## src/inc/can_test_pkg.sv

```systemverilog
// shared constants and types for the can test-mode control block
package can_test_pkg;
  // register byte offsets on the wishbone port
  localparam logic [7:0] MASTER_CONTROL_OFS = 8'h00;
  localparam logic [7:0] ERROR_COUNTER_OFS = 8'h04;
  localparam logic [7:0] ERROR_STATUS_OFS = 8'h08;
  localparam int ADDR_W = 8;
  localparam int DATA_W = 32;
  localparam int SEL_W = 4;
  // master_control fields
  localparam int MC_W = 16;
  localparam logic [MC_W-1:0] MASTER_CONTROL_RESET = 16'h0000;
  localparam int TEST_MODE_ENABLE_POS = 15;
  localparam int ERROR_COUNTER_WRITE_ENABLE_POS = 14;
  localparam int FORCE_ERROR_PASSIVE_POS = 13;
  localparam int TEST_OPT_LSB = 8;
  localparam int TEST_OPT_W = 7;
  // option index inside test_option_bits
  localparam int OPT_CNT_WE = ERROR_COUNTER_WRITE_ENABLE_POS - TEST_OPT_LSB;
  localparam int OPT_FORCE_PASSIVE = FORCE_ERROR_PASSIVE_POS - TEST_OPT_LSB;
  // error counter word: transmit count in the upper byte, receive in the lower
  localparam int TEC_LSB = 8;
  localparam int REC_LSB = 0;
  localparam int LOAD_W = 8;
  localparam int ERR_CNT_W = 9;
  localparam int PASSIVE_LIMIT = 128;
  localparam int BUS_OFF_LIMIT = 256;
  localparam int TEC_ERR_STEP = 8;
  localparam int CNT_STEP = 1;
  // error status word
  localparam int STATE_LSB = 0;
  localparam int HALTED_POS = 8;
  localparam int STATE_W = 3;
  typedef enum logic [STATE_W-1:0] {
    ERR_ACTIVE = 3'h1,
    ERR_PASSIVE = 3'h2,
    ERR_BUS_OFF = 3'h4
  } err_state_t;
endpackage : can_test_pkg

```

## src/inc/err_cnt_if.sv

```systemverilog
// carrier between register logic, error counters and error state generator
`timescale 1ns/1ps
interface err_cnt_if #(parameter int CNT_W = 9);
  logic load;
  logic [7:0] load_val;
  logic [CNT_W-1:0] transmit_error_counter;
  logic [CNT_W-1:0] receive_error_counter;
  logic force_passive;
  can_test_pkg::err_state_t err_state;
  modport ctl(output load, load_val, force_passive, input transmit_error_counter, receive_error_counter, err_state);
  modport cnt(input load, load_val, output transmit_error_counter, receive_error_counter);
  modport st(input transmit_error_counter, receive_error_counter, force_passive, output err_state);
endinterface : err_cnt_if

```

## src/hw/err_counters.sv

```systemverilog
// transmit and receive error counters with host load path
`timescale 1ns/1ps
module err_counters import can_test_pkg::*; #(
  parameter int CNT_W = ERR_CNT_W
) (
  // clock and reset
  input wire logic core_clk_i,
  input wire logic rst_i,
  // register side
  err_cnt_if.cnt ec,
  // protocol engine events, one-cycle pulses
  input wire logic tx_err_i,
  input wire logic tx_ok_i,
  input wire logic rx_err_i,
  input wire logic rx_ok_i
);
  logic [CNT_W-1:0] tec_r, tec_nxt, rec_r, rec_nxt;

  // saturating step so a burst of errors cannot wrap the count back to zero
  function automatic logic [CNT_W-1:0] sat_step(input logic [CNT_W-1:0] v,
      input logic [CNT_W-1:0] up, input logic [CNT_W-1:0] dn);
    logic [CNT_W:0] s;
    s = {1'b0, v} + {1'b0, up};
    if (s[CNT_W]) s = {1'b0, {CNT_W{1'b1}}};
    if (s[CNT_W-1:0] < dn) return '0;
    return s[CNT_W-1:0] - dn;
  endfunction : sat_step

  always_comb begin
    if (ec.load) begin
      tec_nxt = CNT_W'(ec.load_val);
      rec_nxt = CNT_W'(ec.load_val);
    end else begin
      tec_nxt = sat_step(tec_r, tx_err_i ? CNT_W'(TEC_ERR_STEP) : '0,
                         tx_ok_i ? CNT_W'(CNT_STEP) : '0);
      rec_nxt = sat_step(rec_r, rx_err_i ? CNT_W'(CNT_STEP) : '0,
                         rx_ok_i ? CNT_W'(CNT_STEP) : '0);
    end
  end

  always_ff @(posedge core_clk_i or posedge rst_i) begin
    if (rst_i) begin
      tec_r <= '0;
      rec_r <= '0;
    end else begin
      tec_r <= tec_nxt;
      rec_r <= rec_nxt;
    end
  end

  assign ec.transmit_error_counter = tec_r;
  assign ec.receive_error_counter = rec_r;
endmodule : err_counters

```

## src/hw/err_state_gen.sv

```systemverilog
// error state derived from counters, with forced passive override
`timescale 1ns/1ps
module err_state_gen import can_test_pkg::*; #(
  parameter int CNT_W = ERR_CNT_W
) (
  // clock and reset
  input wire logic core_clk_i,
  input wire logic rst_i,
  // counters in, state out
  err_cnt_if.st ec
);
  err_state_t st_r, st_nxt;

  always_comb begin
    if (ec.force_passive) begin
      st_nxt = ERR_PASSIVE;
    end else if (ec.transmit_error_counter >= CNT_W'(BUS_OFF_LIMIT)) begin
      st_nxt = ERR_BUS_OFF;
    end else if (ec.transmit_error_counter >= CNT_W'(PASSIVE_LIMIT) || ec.receive_error_counter >= CNT_W'(PASSIVE_LIMIT)) begin
      st_nxt = ERR_PASSIVE;
    end else begin
      st_nxt = ERR_ACTIVE;
    end
  end

  always_ff @(posedge core_clk_i or posedge rst_i) begin
    if (rst_i) st_r <= ERR_ACTIVE;
    else st_r <= st_nxt;
  end

  assign ec.err_state = st_r;
endmodule : err_state_gen

```

## src/hw/can_test_mode_control.sv

```systemverilog
// test-mode control bits of the can master control register, wishbone slave
//
// Notes on behaviour
// - bit 15 selects test (1) or normal (0) operation; read/write, resets 0.
// - option bits take effect only while test mode enable is 1.
// - bit 14 makes both error counters writable by host while halted_i is 1; read/write, resets 0.
// - one host write loads both counters with the transmit counter value.
// - loaded value is at most 255, so a load never reaches bus-off.
// - with bit 14 clear, host writes leave both counters unchanged.
// - bit 13 forces error-passive behaviour whatever the counters; resets 0.
// - with bit 13 clear, error state follows the counters only.
`timescale 1ns/1ps
module can_test_mode_control import can_test_pkg::*; #(
  parameter int CNT_W = ERR_CNT_W
) (
  // clock and reset
  input wire logic core_clk_i,
  input wire logic rst_i,
  // wishbone classic slave
  input wire logic wb_cyc_i,
  input wire logic wb_stb_i,
  input wire logic wb_we_i,
  input wire logic [ADDR_W-1:0] wb_adr_i,
  input wire logic [SEL_W-1:0] wb_sel_i,
  input wire logic [DATA_W-1:0] wb_dat_i,
  output logic [DATA_W-1:0] wb_dat_o,
  output logic wb_ack_o,
  // protocol engine status and events
  input wire logic halted_i,
  input wire logic tx_err_i,
  input wire logic tx_ok_i,
  input wire logic rx_err_i,
  input wire logic rx_ok_i,
  // control towards the protocol engine
  output logic test_mode_o,
  output logic [TEST_OPT_W-1:0] test_option_o,
  output logic [STATE_W-1:0] err_state_o
);
  err_cnt_if #(.CNT_W(CNT_W)) ec();

  logic [MC_W-1:0] mc_r, mc_nxt;
  logic [TEST_OPT_W-1:0] opt_r, opt_nxt;
  logic ack_r, ack_nxt;
  logic [DATA_W-1:0] dat_r, dat_nxt;
  logic req;
  logic wr_mc;
  logic wr_cnt;
  logic cnt_load;

  // effective options: zero while test mode is off
  function automatic logic [TEST_OPT_W-1:0] gate_opts(input logic [MC_W-1:0] mc);
    if (mc[TEST_MODE_ENABLE_POS]) return mc[TEST_OPT_LSB +: TEST_OPT_W];
    return '0;
  endfunction : gate_opts

  // bus decode; a request is taken once, in the cycle before ack
  assign req = wb_cyc_i && wb_stb_i && !ack_r;
  assign wr_mc = req && wb_we_i && wb_adr_i == MASTER_CONTROL_OFS && wb_sel_i[1];
  assign wr_cnt = req && wb_we_i && wb_adr_i == ERROR_COUNTER_OFS && wb_sel_i[1];
  // halted state is sampled by the block itself, software ordering is not trusted
  assign cnt_load = wr_cnt && halted_i && opt_r[OPT_CNT_WE];

  // master control register
  always_comb begin
    mc_nxt = mc_r;
    if (wr_mc) begin
      // only the test byte is implemented, the low byte reads zero
      mc_nxt[TEST_OPT_LSB +: 8] = wb_dat_i[TEST_OPT_LSB +: 8];
    end
    opt_nxt = gate_opts(mc_nxt);
  end

  always_ff @(posedge core_clk_i or posedge rst_i) begin
    if (rst_i) begin
      mc_r <= MASTER_CONTROL_RESET;
      opt_r <= '0;
    end else begin
      mc_r <= mc_nxt;
      opt_r <= opt_nxt;
    end
  end

  // bus answer: one cycle after the request, read data registered with it
  always_comb begin
    ack_nxt = req;
    dat_nxt = '0;
    if (req && !wb_we_i) begin
      unique case (wb_adr_i)
        MASTER_CONTROL_OFS: dat_nxt[MC_W-1:0] = mc_r;
        ERROR_COUNTER_OFS: begin
          dat_nxt[TEC_LSB +: LOAD_W] = ec.transmit_error_counter[LOAD_W-1:0];
          dat_nxt[REC_LSB +: LOAD_W] = ec.receive_error_counter[LOAD_W-1:0];
        end
        ERROR_STATUS_OFS: begin
          dat_nxt[STATE_LSB +: STATE_W] = ec.err_state;
          dat_nxt[HALTED_POS] = halted_i;
        end
        default: dat_nxt = '0;
      endcase
    end
  end

  always_ff @(posedge core_clk_i or posedge rst_i) begin
    if (rst_i) begin
      ack_r <= 1'b0;
      dat_r <= '0;
    end else begin
      ack_r <= ack_nxt;
      dat_r <= dat_nxt;
    end
  end

  // counter load always takes the transmit byte, its limit is the byte width
  assign ec.load = cnt_load;
  assign ec.load_val = wb_dat_i[TEC_LSB +: LOAD_W];
  assign ec.force_passive = opt_r[OPT_FORCE_PASSIVE];

  err_counters #(.CNT_W(CNT_W)) u_counters (
    .core_clk_i(core_clk_i),
    .rst_i(rst_i),
    .ec(ec.cnt),
    .tx_err_i(tx_err_i),
    .tx_ok_i(tx_ok_i),
    .rx_err_i(rx_err_i),
    .rx_ok_i(rx_ok_i)
  );

  err_state_gen #(.CNT_W(CNT_W)) u_state (
    .core_clk_i(core_clk_i),
    .rst_i(rst_i),
    .ec(ec.st)
  );

  assign wb_ack_o = ack_r;
  assign wb_dat_o = dat_r;
  assign test_mode_o = mc_r[TEST_MODE_ENABLE_POS];
  assign test_option_o = opt_r;
  assign err_state_o = ec.err_state;
endmodule : can_test_mode_control

```

## config.mk

```make
export PLATFORM = sky130hd
export DESIGN_NAME = can_test_mode_control
export DESIGN_NICKNAME = d
export VERILOG_FILES = /design/src/inc/can_test_pkg.sv /design/src/inc/err_cnt_if.sv /design/src/hw/err_counters.sv /design/src/hw/err_state_gen.sv /design/src/hw/can_test_mode_control.sv
export SDC_FILE = /design/constraint.sdc
export NUM_CORES = 1
export LEC_CHECK = 0
export ABC_AREA = 1
export ABC_CLOCK_PERIOD_IN_PS = 2700
export BUFFER_PORTS_ARGS = -buffer_cell sky130_fd_sc_hd__buf_2
export CELL_PAD_IN_SITES_DETAIL_PLACEMENT = 0
export CELL_PAD_IN_SITES_GLOBAL_PLACEMENT = 1
export CORE_MARGIN = 2
export CORE_UTILIZATION = 37
export CTS_BUF_LIST = sky130_fd_sc_hd__clkbuf_4 sky130_fd_sc_hd__clkbuf_8
export CTS_CLUSTER_SIZE = 24
export DETAILED_ROUTE_END_ITERATION = 8
export PLACE_DENSITY = 0.85
export SLEW_MARGIN = 10
export SYNTH_ARGS = -nofsm -noshare
export SYNTH_HDL_FRONTEND = slang
export SYNTH_SLANG_ARGS = --single-unit
```

## constraint.sdc

```tcl
create_clock -name core_clk_i -period 2.7 [get_ports core_clk_i]
set_clock_uncertainty 0.2 [all_clocks]
set_input_delay 0.135 -clock core_clk_i [delete_from_list [all_inputs] [get_ports core_clk_i]]
set_output_delay 0.135 -clock core_clk_i [all_outputs]
set_load 0.02 [all_outputs]
```

==> results.md, run 1 <==
- Status: complete, no violations
- CP delay by family, top: simple AND/OR/NAND/NOR gates
- CP Data Arrival Time: 2.55 ns
- Mapped Area: 2984 um^2
- Vias: 2538
- Post-layout min period: 2.549 ns
- Most common cell in the netlist: nand2_1
- Cell taking the most area after synthesis: dfrtp_1
- Clk sinks: 53
- First-pass GRT wire length: 10830 um
- Ys flop type: dfrtp_1
- Post-synth EDFFs: 0
- Largest net degree at the start of global routing: 35
- Total track usage: 15.67%
- WP buf/inv: 3
- Seq/Total Area, Yosys: 44.49%
- Worst-path clk slew: 0.08 ns
- Startpoint types: flip-flop
- Inserted Diodes: 0
- Placed insts: approximately 530
- Mapped Cells: between 300 and 400
- Post-synth cell types: 37
- Leak: 1.991 nW
- VDD IR max: 0.2572 mV
- I/O pins: 98
- GRT overflow: 0
- DRC violations left: 0
- Die Span Y: 93.81 um
- Min-Delay Path Class: in -> reg
- Final estimated routing congestion in global placement: about 0.9
- Initial Util: around two fifths
- Nature of the critical path endpoint: flip-flop
- Die width: 93.81 um
- Critical-path cell list: ha_1 > nand2_1 > nor2_2 > nand3_4 > inv_1 > or2_2 > inv_1 > ha_1 > nand2_1 > nand3b_1 > nor2_4 > nand3_2 > nand2_4 > inv_2 > nand2_1 > nand2_1
- WL final: about 6800 um
- Pre-CTS setup slack: 0.1157 ns
- Placed cell area: 3308 um^2
- FMAX: slightly below 0.4 GHz
- FF-to-FF Start: u_counters.ec.receive_error_counter[0]
- Vias in the first global route: about 2300
- Latest clock arrival within the worst-skew pair: 0.30 ns
- Final Power: 2.677 mW
- CP max-delay cell: dfrtp_1
- Final period util: a little over nine tenths
- Fin. Hold Viols: 0
- Max FO, Critical Path: 8
- FF+latch count, synth: 53
- Worst setup startpoint: u_counters.ec.receive_error_counter[0]
- Area grow syn2layout: 21.47%
- Setup CP Type: reg -> reg
- Top cells by count, synth: nand2_1 (118), dfrtp_1 (52), inv_1 (47), nor2_1 (26), nand3_1 (24)
- Top cell type's share of synthesized area: 43.61%
- Final setup fails: 0
- Detailed-route wire length per cell: 12.09 um
- Final std cells w/o fill: 561
- Maximum clock insertion buffer count: 2
- Antenna violations before repair: 0
- Fin. max-slew vios: 0
- H-tree depth: 2
- FFs w/ async S/R, synth: 100.0%
- Max cap viols: 0
- Hold_sp: wb_adr_i[6]
- Synth Area per Inst: 7.832 um^2
- CTS tree: done
- CTS root buf: clkbuf_8
- CTS Buf Count: 5
- Share of cells above drive strength 1: 22.66%
- Drt initial violations: 105
- Ranking of synthesized cells by area: dfrtp_1 (44%), nand2_1 (15%), inv_1 (5.9%)
- Seq. cell area: ~1300 um^2
- Routed Antenna Nets: 0
- Routed vias/inst: 4.524
- Multi-input logic area: 1391 um^2
- Core outline area: 7767 um^2
- Crit-path max cell delay: 0.41 ns
- Final net count: 520
- PnR worst setup slack: 0.1514 ns
- Row Count: 32
- DRT Pass-1 Iters: 4
- Port Buf Inserts: 54
- Final core utilization: 46.67%
- Worst slew margin: ~64%
- Synth Warn #: 0
- Worst EP required: 2.70 ns
- Register-to-register setup slack: 0.15 ns
- DP Wirelength: 5234 um
- Fillers: 779
- Fin area: 3625 um^2
- Pwr/cell area: around 740 nW/um^2
- Worst-Margin Slew: 0.5404 ns
- Die ar.: 8799 um^2
- Cell mode on critical path: nand2_1
-- registers in the layout (all words and copies together), names as in the netlist --
name / count
u_state.ec.err_state: 3
wb_dat_o: 16
mc_r: 8
test_option_o: 7
u_counters.ec.receive_error_counter: 9
wb_ack_o: 1
u_counters.ec.transmit_error_counter: 9
-- area by class of cell --
class / instances / share of cell area, %
flip-flops and latches: 53 / 36.62
clock inverters: 2 / 0.2761
multi-input cells: 268 / 38.38
inverters: 53 / 5.661
clock buffers: 6 / 2.106
well taps: 102 / 3.521
repair buffers: 77 / 13.43
-- where the power goes --
group	switching, mW	leakage, nW	total [mW]	internal (mW)
registers	0.179	0.693	1.13	0.955
clock network	0.239	0.0484	0.429	0.190
logic	0.689	1.25	1.11	0.425
-- worst reg2reg max path: stages (launching register included) --
cell and delay, ns:
dfrtp_1 0.41, ha_1 0.24, nand2_1 0.09, nor2_2 0.06, nand3_4 0.07, inv_1 0.05
or2_2 0.26, inv_1 0.06, ha_1 0.16, nand2_1 0.06, nand3b_1 0.23, nor2_4 0.17
nand3_2 0.11, nand2_4 0.12, inv_2 0.05, nand2_1 0.06, nand2_1 0.05
-- metal layers --
metal  wire, um  up-vias  GRT usage (%)
met2       3275       64          25.65
met4        102        0          5.676
met1       3100     1157          20.81
met5          0        -              0
met3        307        4          2.729
li1           -     1313              -
-- metrics by stage --
| stage | TNS [ns] | hold WS, ns |
|---|---|---|
| floorplan | 0 | 0.06807 |
| global placement | 0 | -0.05782 |
| detailed placement | 0 | -0.05771 |
| CTS | 0 | 0.00004413 |
| global route | -0.02558 | 0.02328 |
| finish | 0 | 0.01280 |
-- cell families (layout without fill, tap and decap cells) --
group | after synthesis | after routing | synth area share [%]
buf+inv | 75 | 138 | 12.24
other cells | 1 | 16 | 0.1257
flops | 53 | 53 | 44.49
fa+ha+maj | 8 | 8 | 3.354
compound gates | 34 | 34 | 6.290
simple gates | 204 | 204 | 31.74
xor+xnor | 6 | 6 | 1.761
-- final timing paths --
check | cells past startpoint | to
worst max-delay path | 16 | u_counters.ec.receive_error_counter[7]
worst min-delay path | 4 | wb_dat_o[3]
worst max register to register | 16 | u_counters.ec.receive_error_counter[7]
worst min register to register | 1 | u_state.ec.err_state[0]
max in group asynchronous | 4 | u_counters.ec.receive_error_counter[0]
min in group asynchronous | 3 | test_option_o[1]
-- what timing repair did --
item | in CTS | in global routing
setup buffers | 0 | 3
endpoints found under the hold margin | 45 | 0
hold buffers | 16 | 0
gates resized for setup | 0 | 12
endpoints found under the setup margin | 0 | 18
-- placed cells by master, fill, tap and decap left out, types with 7 or more instances in the layout --
cell type,netlist,layout
o21ai_0,10,10
inv_1,47,46
nand3b_1,7,7
nor2_1,26,24
o21ai_1,11,11
dfrtp_1,52,52
a21oi_1,10,10
nand2_1,118,118
buf_2,2,54
nand3_1,24,24
conb_1,1,16
dlygate4sd3_1,0,16
Power figures use the tool's default switching activity.
==> run 2, diff against run 1 <==
Settings changed: CORE_MARGIN 2 to 10.
==> run 2 against run 1 <==
Setup slack got worse by 0.016 ns. Via count increased by 0.28%. Clock power increased by 45%. Critical path depth increased by 1. Worst hold slack got worse by 0.0027 ns. Register-to-register slack got worse by 0.02 ns. Non-clock buffer count increased by 3. Largest cell class unchanged. Highest routed layer unchanged.
==> results.md, run 2 (synthesis gave the netlist of run 1 again) <==
- Fin. max-slew vios: 0
- Worst EP required: 2.69 ns
- Post-layout min period: roughly 2.6 ns
- Internal: approximately 1.8 mW
- Total track usage: roughly 12%
- Port Buf Inserts: 54
- Clk sinks: 53
- Hold Worst Slack: 0.01007 ns
- Routed vias/inst: 4.512
- Area grow syn2layout: 23.44%
- Hold_sp: wb_adr_i[6]
- Final std cells w/o fill: 564
- Number of flip-flops in the largest register: 16
- I/O pins: 98
- Placed cell area: ~3300 um^2
- Leak: ~2.0 nW
- CTS Buf Count: 5
- Worst Hold End: wb_dat_o[7]
- Sequential power share: 39.6%
- Setup_tns: 0 ns
- Die Span Y: 109.8 um
- CTS tree: done
- Die width: 109.8 um
- Row Count: 32
- Share of cells above drive strength 1: roughly 23%
- Final period util: between 90% and 100%
- WL final: 7477 um
- FF-to-FF Start: u_counters.ec.receive_error_counter[0]
- Max cap viols: 0
- Initial Util: 38.42%
- Fin. Hold Viols: 0
- Min-Delay Path Class: in -> reg
- Drt initial violations: 155
- Die ar.: 12060 um^2
- Startpoint types: flip-flop
- Highest-count cells in the layout ignoring fill and taps: nand2_1 (118), buf_2 (54), dfrtp_1 (52)
- Max FO, Critical Path: 4
- Routed Antenna Nets: 0
- Vias in the first global route: 2432
- Clock power share: 21.5%
- Psw: 1.122 mW
- DRC violations left: 0
- Setup CP Type: reg -> reg
- CTS root buf: clkbuf_8
- Pwr/cell area: 781.8 nW/um^2
- Switching Fraction: 38.97%
- FMAX: between 0.3 and 0.4 GHz
- H-tree depth: 2
- Antenna violations before repair: 0
- Nature of the critical path endpoint: flip-flop
- Worst-path clk slew: 0.08 ns
- Detailed-route wire length per cell: 13.26 um
- Worst slew margin: between 60% and 70%
- RSZ-0062 raised after global routing: no
- First-pass GRT wire length: 11840 um
- Maximum clock insertion buffer count: 2
- Register-to-register setup slack: 0.14 ns
- Cell depth of the worst hold path: 4
- Core outline area: 7767 um^2
- CP Data Arrival Time: 2.56 ns
- Worst-Margin Slew: approximately 0.56 ns
- Most common cell after layout, fill and taps aside: nand2_1
- Critical R2R Capture: u_counters.ec.receive_error_counter[7]
- Vias: 2545
- Combinational power share: 38.9%
- DP Wirelength: around 5800 um
- VDD IR max: 0.2666 mV
- DRT Pass-1 Iters: 4
- Fin area: 3684 um^2
- Latest clock arrival within the worst-skew pair: 0.31 ns
- FF-to-FF path depth: 17
- GRT overflow: 0
- Largest net degree at the start of global routing: 37
- Final estimated routing congestion in global placement: ~0.85
- Placed insts: 534
- Inserted Diodes: 0
- Final setup fails: 0
- Final net count: roughly 520
- Status: complete, no violations
run 2: final cells by class:
| cell class | instances | area [um^2] |
|---|---|---|
| clock buffers | 5 | 68.82 |
| clock inverters | 3 | 65.06 |
| fillers | 780 | 4084 |
| inverters | 53 | 205.2 |
| multi-input cells | 268 | 1386 |
| flip-flops and latches | 53 | 1328 |
| well taps | 102 | 127.6 |
| repair buffers | 80 | 503.0 |
run 2: routing by layer:
metal	vias up	global-route usage, %	routed length, um	share of wire (%)
li1	1317	-	-	-
met1	1141	15.93	3360	45
met2	74	19.73	3403	46
met3	13	2.048	518	6.9
met4	0	4.461	195	2.6
met5	-	0	0	0
run 2: timing repair:
item                                    4_1_cts  5_1_grt
hold buffers                                 15        0
buffers inserted                              0        7
endpoints found under the setup margin        0       18
hold endpoints to repair                     44        0
resized for setup                             0        9
run 2: worst max-delay path by stage:
stage	startpoint	to	slack, ns	cells after the start
global placement	u_counters.ec.receive_error_counter[0]	u_counters.ec.receive_error_counter[3]	0.11	16
finish	u_counters.ec.receive_error_counter[0]	u_counters.ec.receive_error_counter[7]	0.14	17
global route	u_counters.ec.receive_error_counter[0]	u_counters.ec.receive_error_counter[7]	0.01	17
detailed placement	u_counters.ec.receive_error_counter[0]	u_counters.ec.receive_error_counter[3]	0.08	16
floorplan	u_counters.ec.receive_error_counter[0]	u_counters.ec.receive_error_counter[3]	0.32	16
CTS	u_counters.ec.receive_error_counter[0]	u_counters.ec.receive_error_counter[3]	0.04	16
run 2: power by group through the flow:
stage                     clock network [mW]  registers (mW)  logic, mW
after floorplan                            0            1.10      0.832
after global placement                     0            1.15       1.01
after detailed placement                   0            1.15       1.02
after CTS                              0.626            1.14       1.05
after global routing                   0.656            1.17       1.28
final                                  0.620            1.14       1.12
run 2: through the flow:
| stage | total power, mW | util, % | setup WS (ns) |
|---|---|---|---|
| floorplan | 1.931 | - | 0.3168 |
| global placement | 2.159 | 42.59 | 0.1110 |
| detailed placement | 2.175 | 42.59 | 0.07652 |
| CTS | 2.813 | 46.25 | 0.04467 |
| global route | 3.106 | 47.42 | 0.01200 |
| finish | 2.880 | 47.42 | 0.1357 |
run 2: critical path, stage by stage (launching register included):
cell	delay (ns)
dfrtp_1	0.41
ha_1	0.24
nand2_1	0.09
nor2_2	0.06
nand3_4	0.07
inv_1	0.05
or2_2	0.26
inv_1	0.06
ha_1	0.16
nand2_1	0.05
nand3b_1	0.25
nor2_4	0.17
buf_4	0.13
nand2_1	0.04
nand2_1	0.06
nand2_1	0.05
nand2_1	0.06
nand2_1	0.04
==> run 3, diff against run 2 <==
Settings changed: ABC_CLOCK_PERIOD_IN_PS 2700 to 3200, CORE_UTILIZATION 37 to 40, PLACE_DENSITY 0.85 to 0.9.
Clock period 2.7 ns to 3.2 ns, I/O delays scaled along.
==> run 3 against run 2 <==
Via count fell by 0.94%. Routed wire length fell by 3.4%. First-iteration DRC count is 17% lower. Design area down 4.8%. Register-to-register slack better by 0.35 ns. Critical path depth decreased by 1. Final cell count is 2.7% lower. Clock power is 38% lower. Non-clock buffer count shrank 12. Core utilization up 0.95 points. Die area fell by 6.2%. Critical path type unchanged. Largest cell class unchanged. Highest routed layer unchanged.
==> results.md, run 3 (synthesis gave the netlist of run 1 again) <==
- FF-to-FF path depth: 16
- H-tree depth: 2
- Final setup fails: 0
- Max FO, Critical Path: 9
- Setup_tns: 0 ns
- PostCTS Resize Cnt: 0
- I/O pins: 98
- WL final: 7221 um
- CTS Buf Count: 5
- Setup CP Type: reg -> reg
- VDD IR max: 0.2310 mV
- Hold Worst Slack: around 0.021 ns
- RSZ-0062 raised after global routing: no
- Post-CTS Hold Buffers: 14
- Core outline area: a little over 7000 um^2
- Antenna violations before repair: 0
- DRC violations left: 0
- Hold_sp: tx_ok_i
- Min-Delay Path Class: in -> reg
- Leak: roughly 2.0 nW
- Area grow syn2layout: 17.57%
- Final Power: 2.220 mW
- Worst Hold End: u_counters.ec.transmit_error_counter[0]
- Port Buf Inserts: 54
- Latest clock arrival within the worst-skew pair: 0.30 ns
- CTS tree: done
- CTS root buf: clkbuf_8
- Vias in the first global route: 2429
- Highest-count cells in the layout ignoring fill and taps: nand2_1 (118), buf_2 (54), dfrtp_1 (52)
- Worst-Margin Slew: 1.077 ns
- Register-to-register setup slack: 0.49 ns
- Final estimated routing congestion in global placement: 0.8129
- Pwr/cell area: 632.7 nW/um^2
- Placed cell area: ~3300 um^2
- Critical R2R Capture: u_counters.ec.receive_error_counter[3]
- Die width: around 110 um
- First-pass GRT wire length: between 10000 and 15000 um
- Status: complete, no violations
- DRT Pass-1 Iters: 4
- Drt initial violations: 129
- Row Count: 31
- CP Data Arrival Time: approximately 2.7 ns
- Routed Antenna Nets: 0
- PnR worst setup slack: 0.4894 ns
- Detailed-route wire length per cell: 13.15 um
- DP Wirelength: 5616 um
- Max cap viols: 0
- GRT overflow: 0
- Cell depth of the worst hold path: 4
- Die Span Y: 106.4 um
- Pre-CTS setup slack: 0.5131 ns
- FF-to-FF Start: u_counters.ec.receive_error_counter[0]
- Clk sinks: 53
- Final net count: 511
- Final period util: 84.71%
- Most common cell after layout, fill and taps aside: nand2_1
- Nature of the critical path endpoint: flip-flop
- Inserted Diodes: 0
- Vias: 2521
- Total track usage: 12.56%
- Post-CTS setup buffer count: 0
- Final std cells w/o fill: 549
- Die ar.: between 10000 and 15000 um^2
- Number of flip-flops in the largest register: 16
- Fin. Hold Viols: 0
- Routed vias/inst: 4.592
- Initial Util: 41.14%
- Maximum clock insertion buffer count: 2
- Placed insts: 527
- Startpoint types: flip-flop
- Fin. max-slew vios: 0
- FMAX: 0.3689 GHz
- Fin area: 3508 um^2
- Post-layout min period: 2.711 ns
- Largest net degree at the start of global routing: 54
- Share of cells above drive strength 1: approximately a fifth
- Worst slew margin: 28.07%
- Worst EP required: 3.21 ns
- Worst-path clk slew: 0.10 ns
- Final core utilization: 48.37%
-- run 3: cell count changes in the layout (fill, tap and decap cells not counted), sizes merged --
cell         delta
inv             +1
buf            -11
clkinvlp        +1
dlygate4sd3     -1
bufinv          -2
-- run 3: layout make-up --
type / count / area (um^2)
repair buffers: 68 / 410.4
clock buffers: 5 / 68.82
clock inverters: 3 / 25.02
multi-input cells: 268 / 1348
inverters: 53 / 205.2
flip-flops and latches: 53 / 1328
well taps: 99 / 123.9
fillers: 746 / 3745
-- run 3: how the worst max path moves through the flow --
| stage | end | from | slack, ns |
|---|---|---|---|
| 3_3_place_gp | u_counters.ec.receive_error_counter[3] | u_counters.ec.receive_error_counter[0] | 0.56 |
| 3_5_place_dp | u_counters.ec.receive_error_counter[3] | u_counters.ec.receive_error_counter[0] | 0.51 |
| 4_1_cts | u_counters.ec.receive_error_counter[3] | u_counters.ec.receive_error_counter[0] | 0.49 |
| 6_report | u_counters.ec.receive_error_counter[3] | u_counters.ec.receive_error_counter[0] | 0.49 |
| 5_1_grt | u_counters.ec.transmit_error_counter[4] | u_counters.ec.transmit_error_counter[3] | 0.23 |
| 2_1_floorplan | u_counters.ec.receive_error_counter[3] | u_counters.ec.receive_error_counter[0] | 0.82 |
-- run 3: report_power, final --
part           internal, mW  switching (mW)  leakage (nW)
logic                 0.333           0.552          1.22
clock network         0.158           0.225        0.0447
registers             0.806           0.145         0.693
total                  1.30           0.922          1.95
-- run 3: routing by layer --
layer,track usage [%],share of wire (%),vias to the layer above
met5,0,0,-
met4,5.029,2.0,0
met3,3.261,6.7,9
met2,19.61,45,83
met1,16.20,46,1136
li1,-,-,1293
-- run 3: critical path, stage by stage (launching register included) --
cell      delay, ns
dfrtp_1        0.42
ha_1           0.24
nand2_1        0.10
nor2_2         0.06
nand3_4        0.12
inv_1          0.06
or2_2          0.27
inv_1          0.06
ha_1           0.16
nand2_1        0.06
nand3b_1       0.22
nor2_2         0.22
nand3_2        0.09
nand2_2        0.17
inv_2          0.05
nand2_1        0.06
nand2_1        0.05
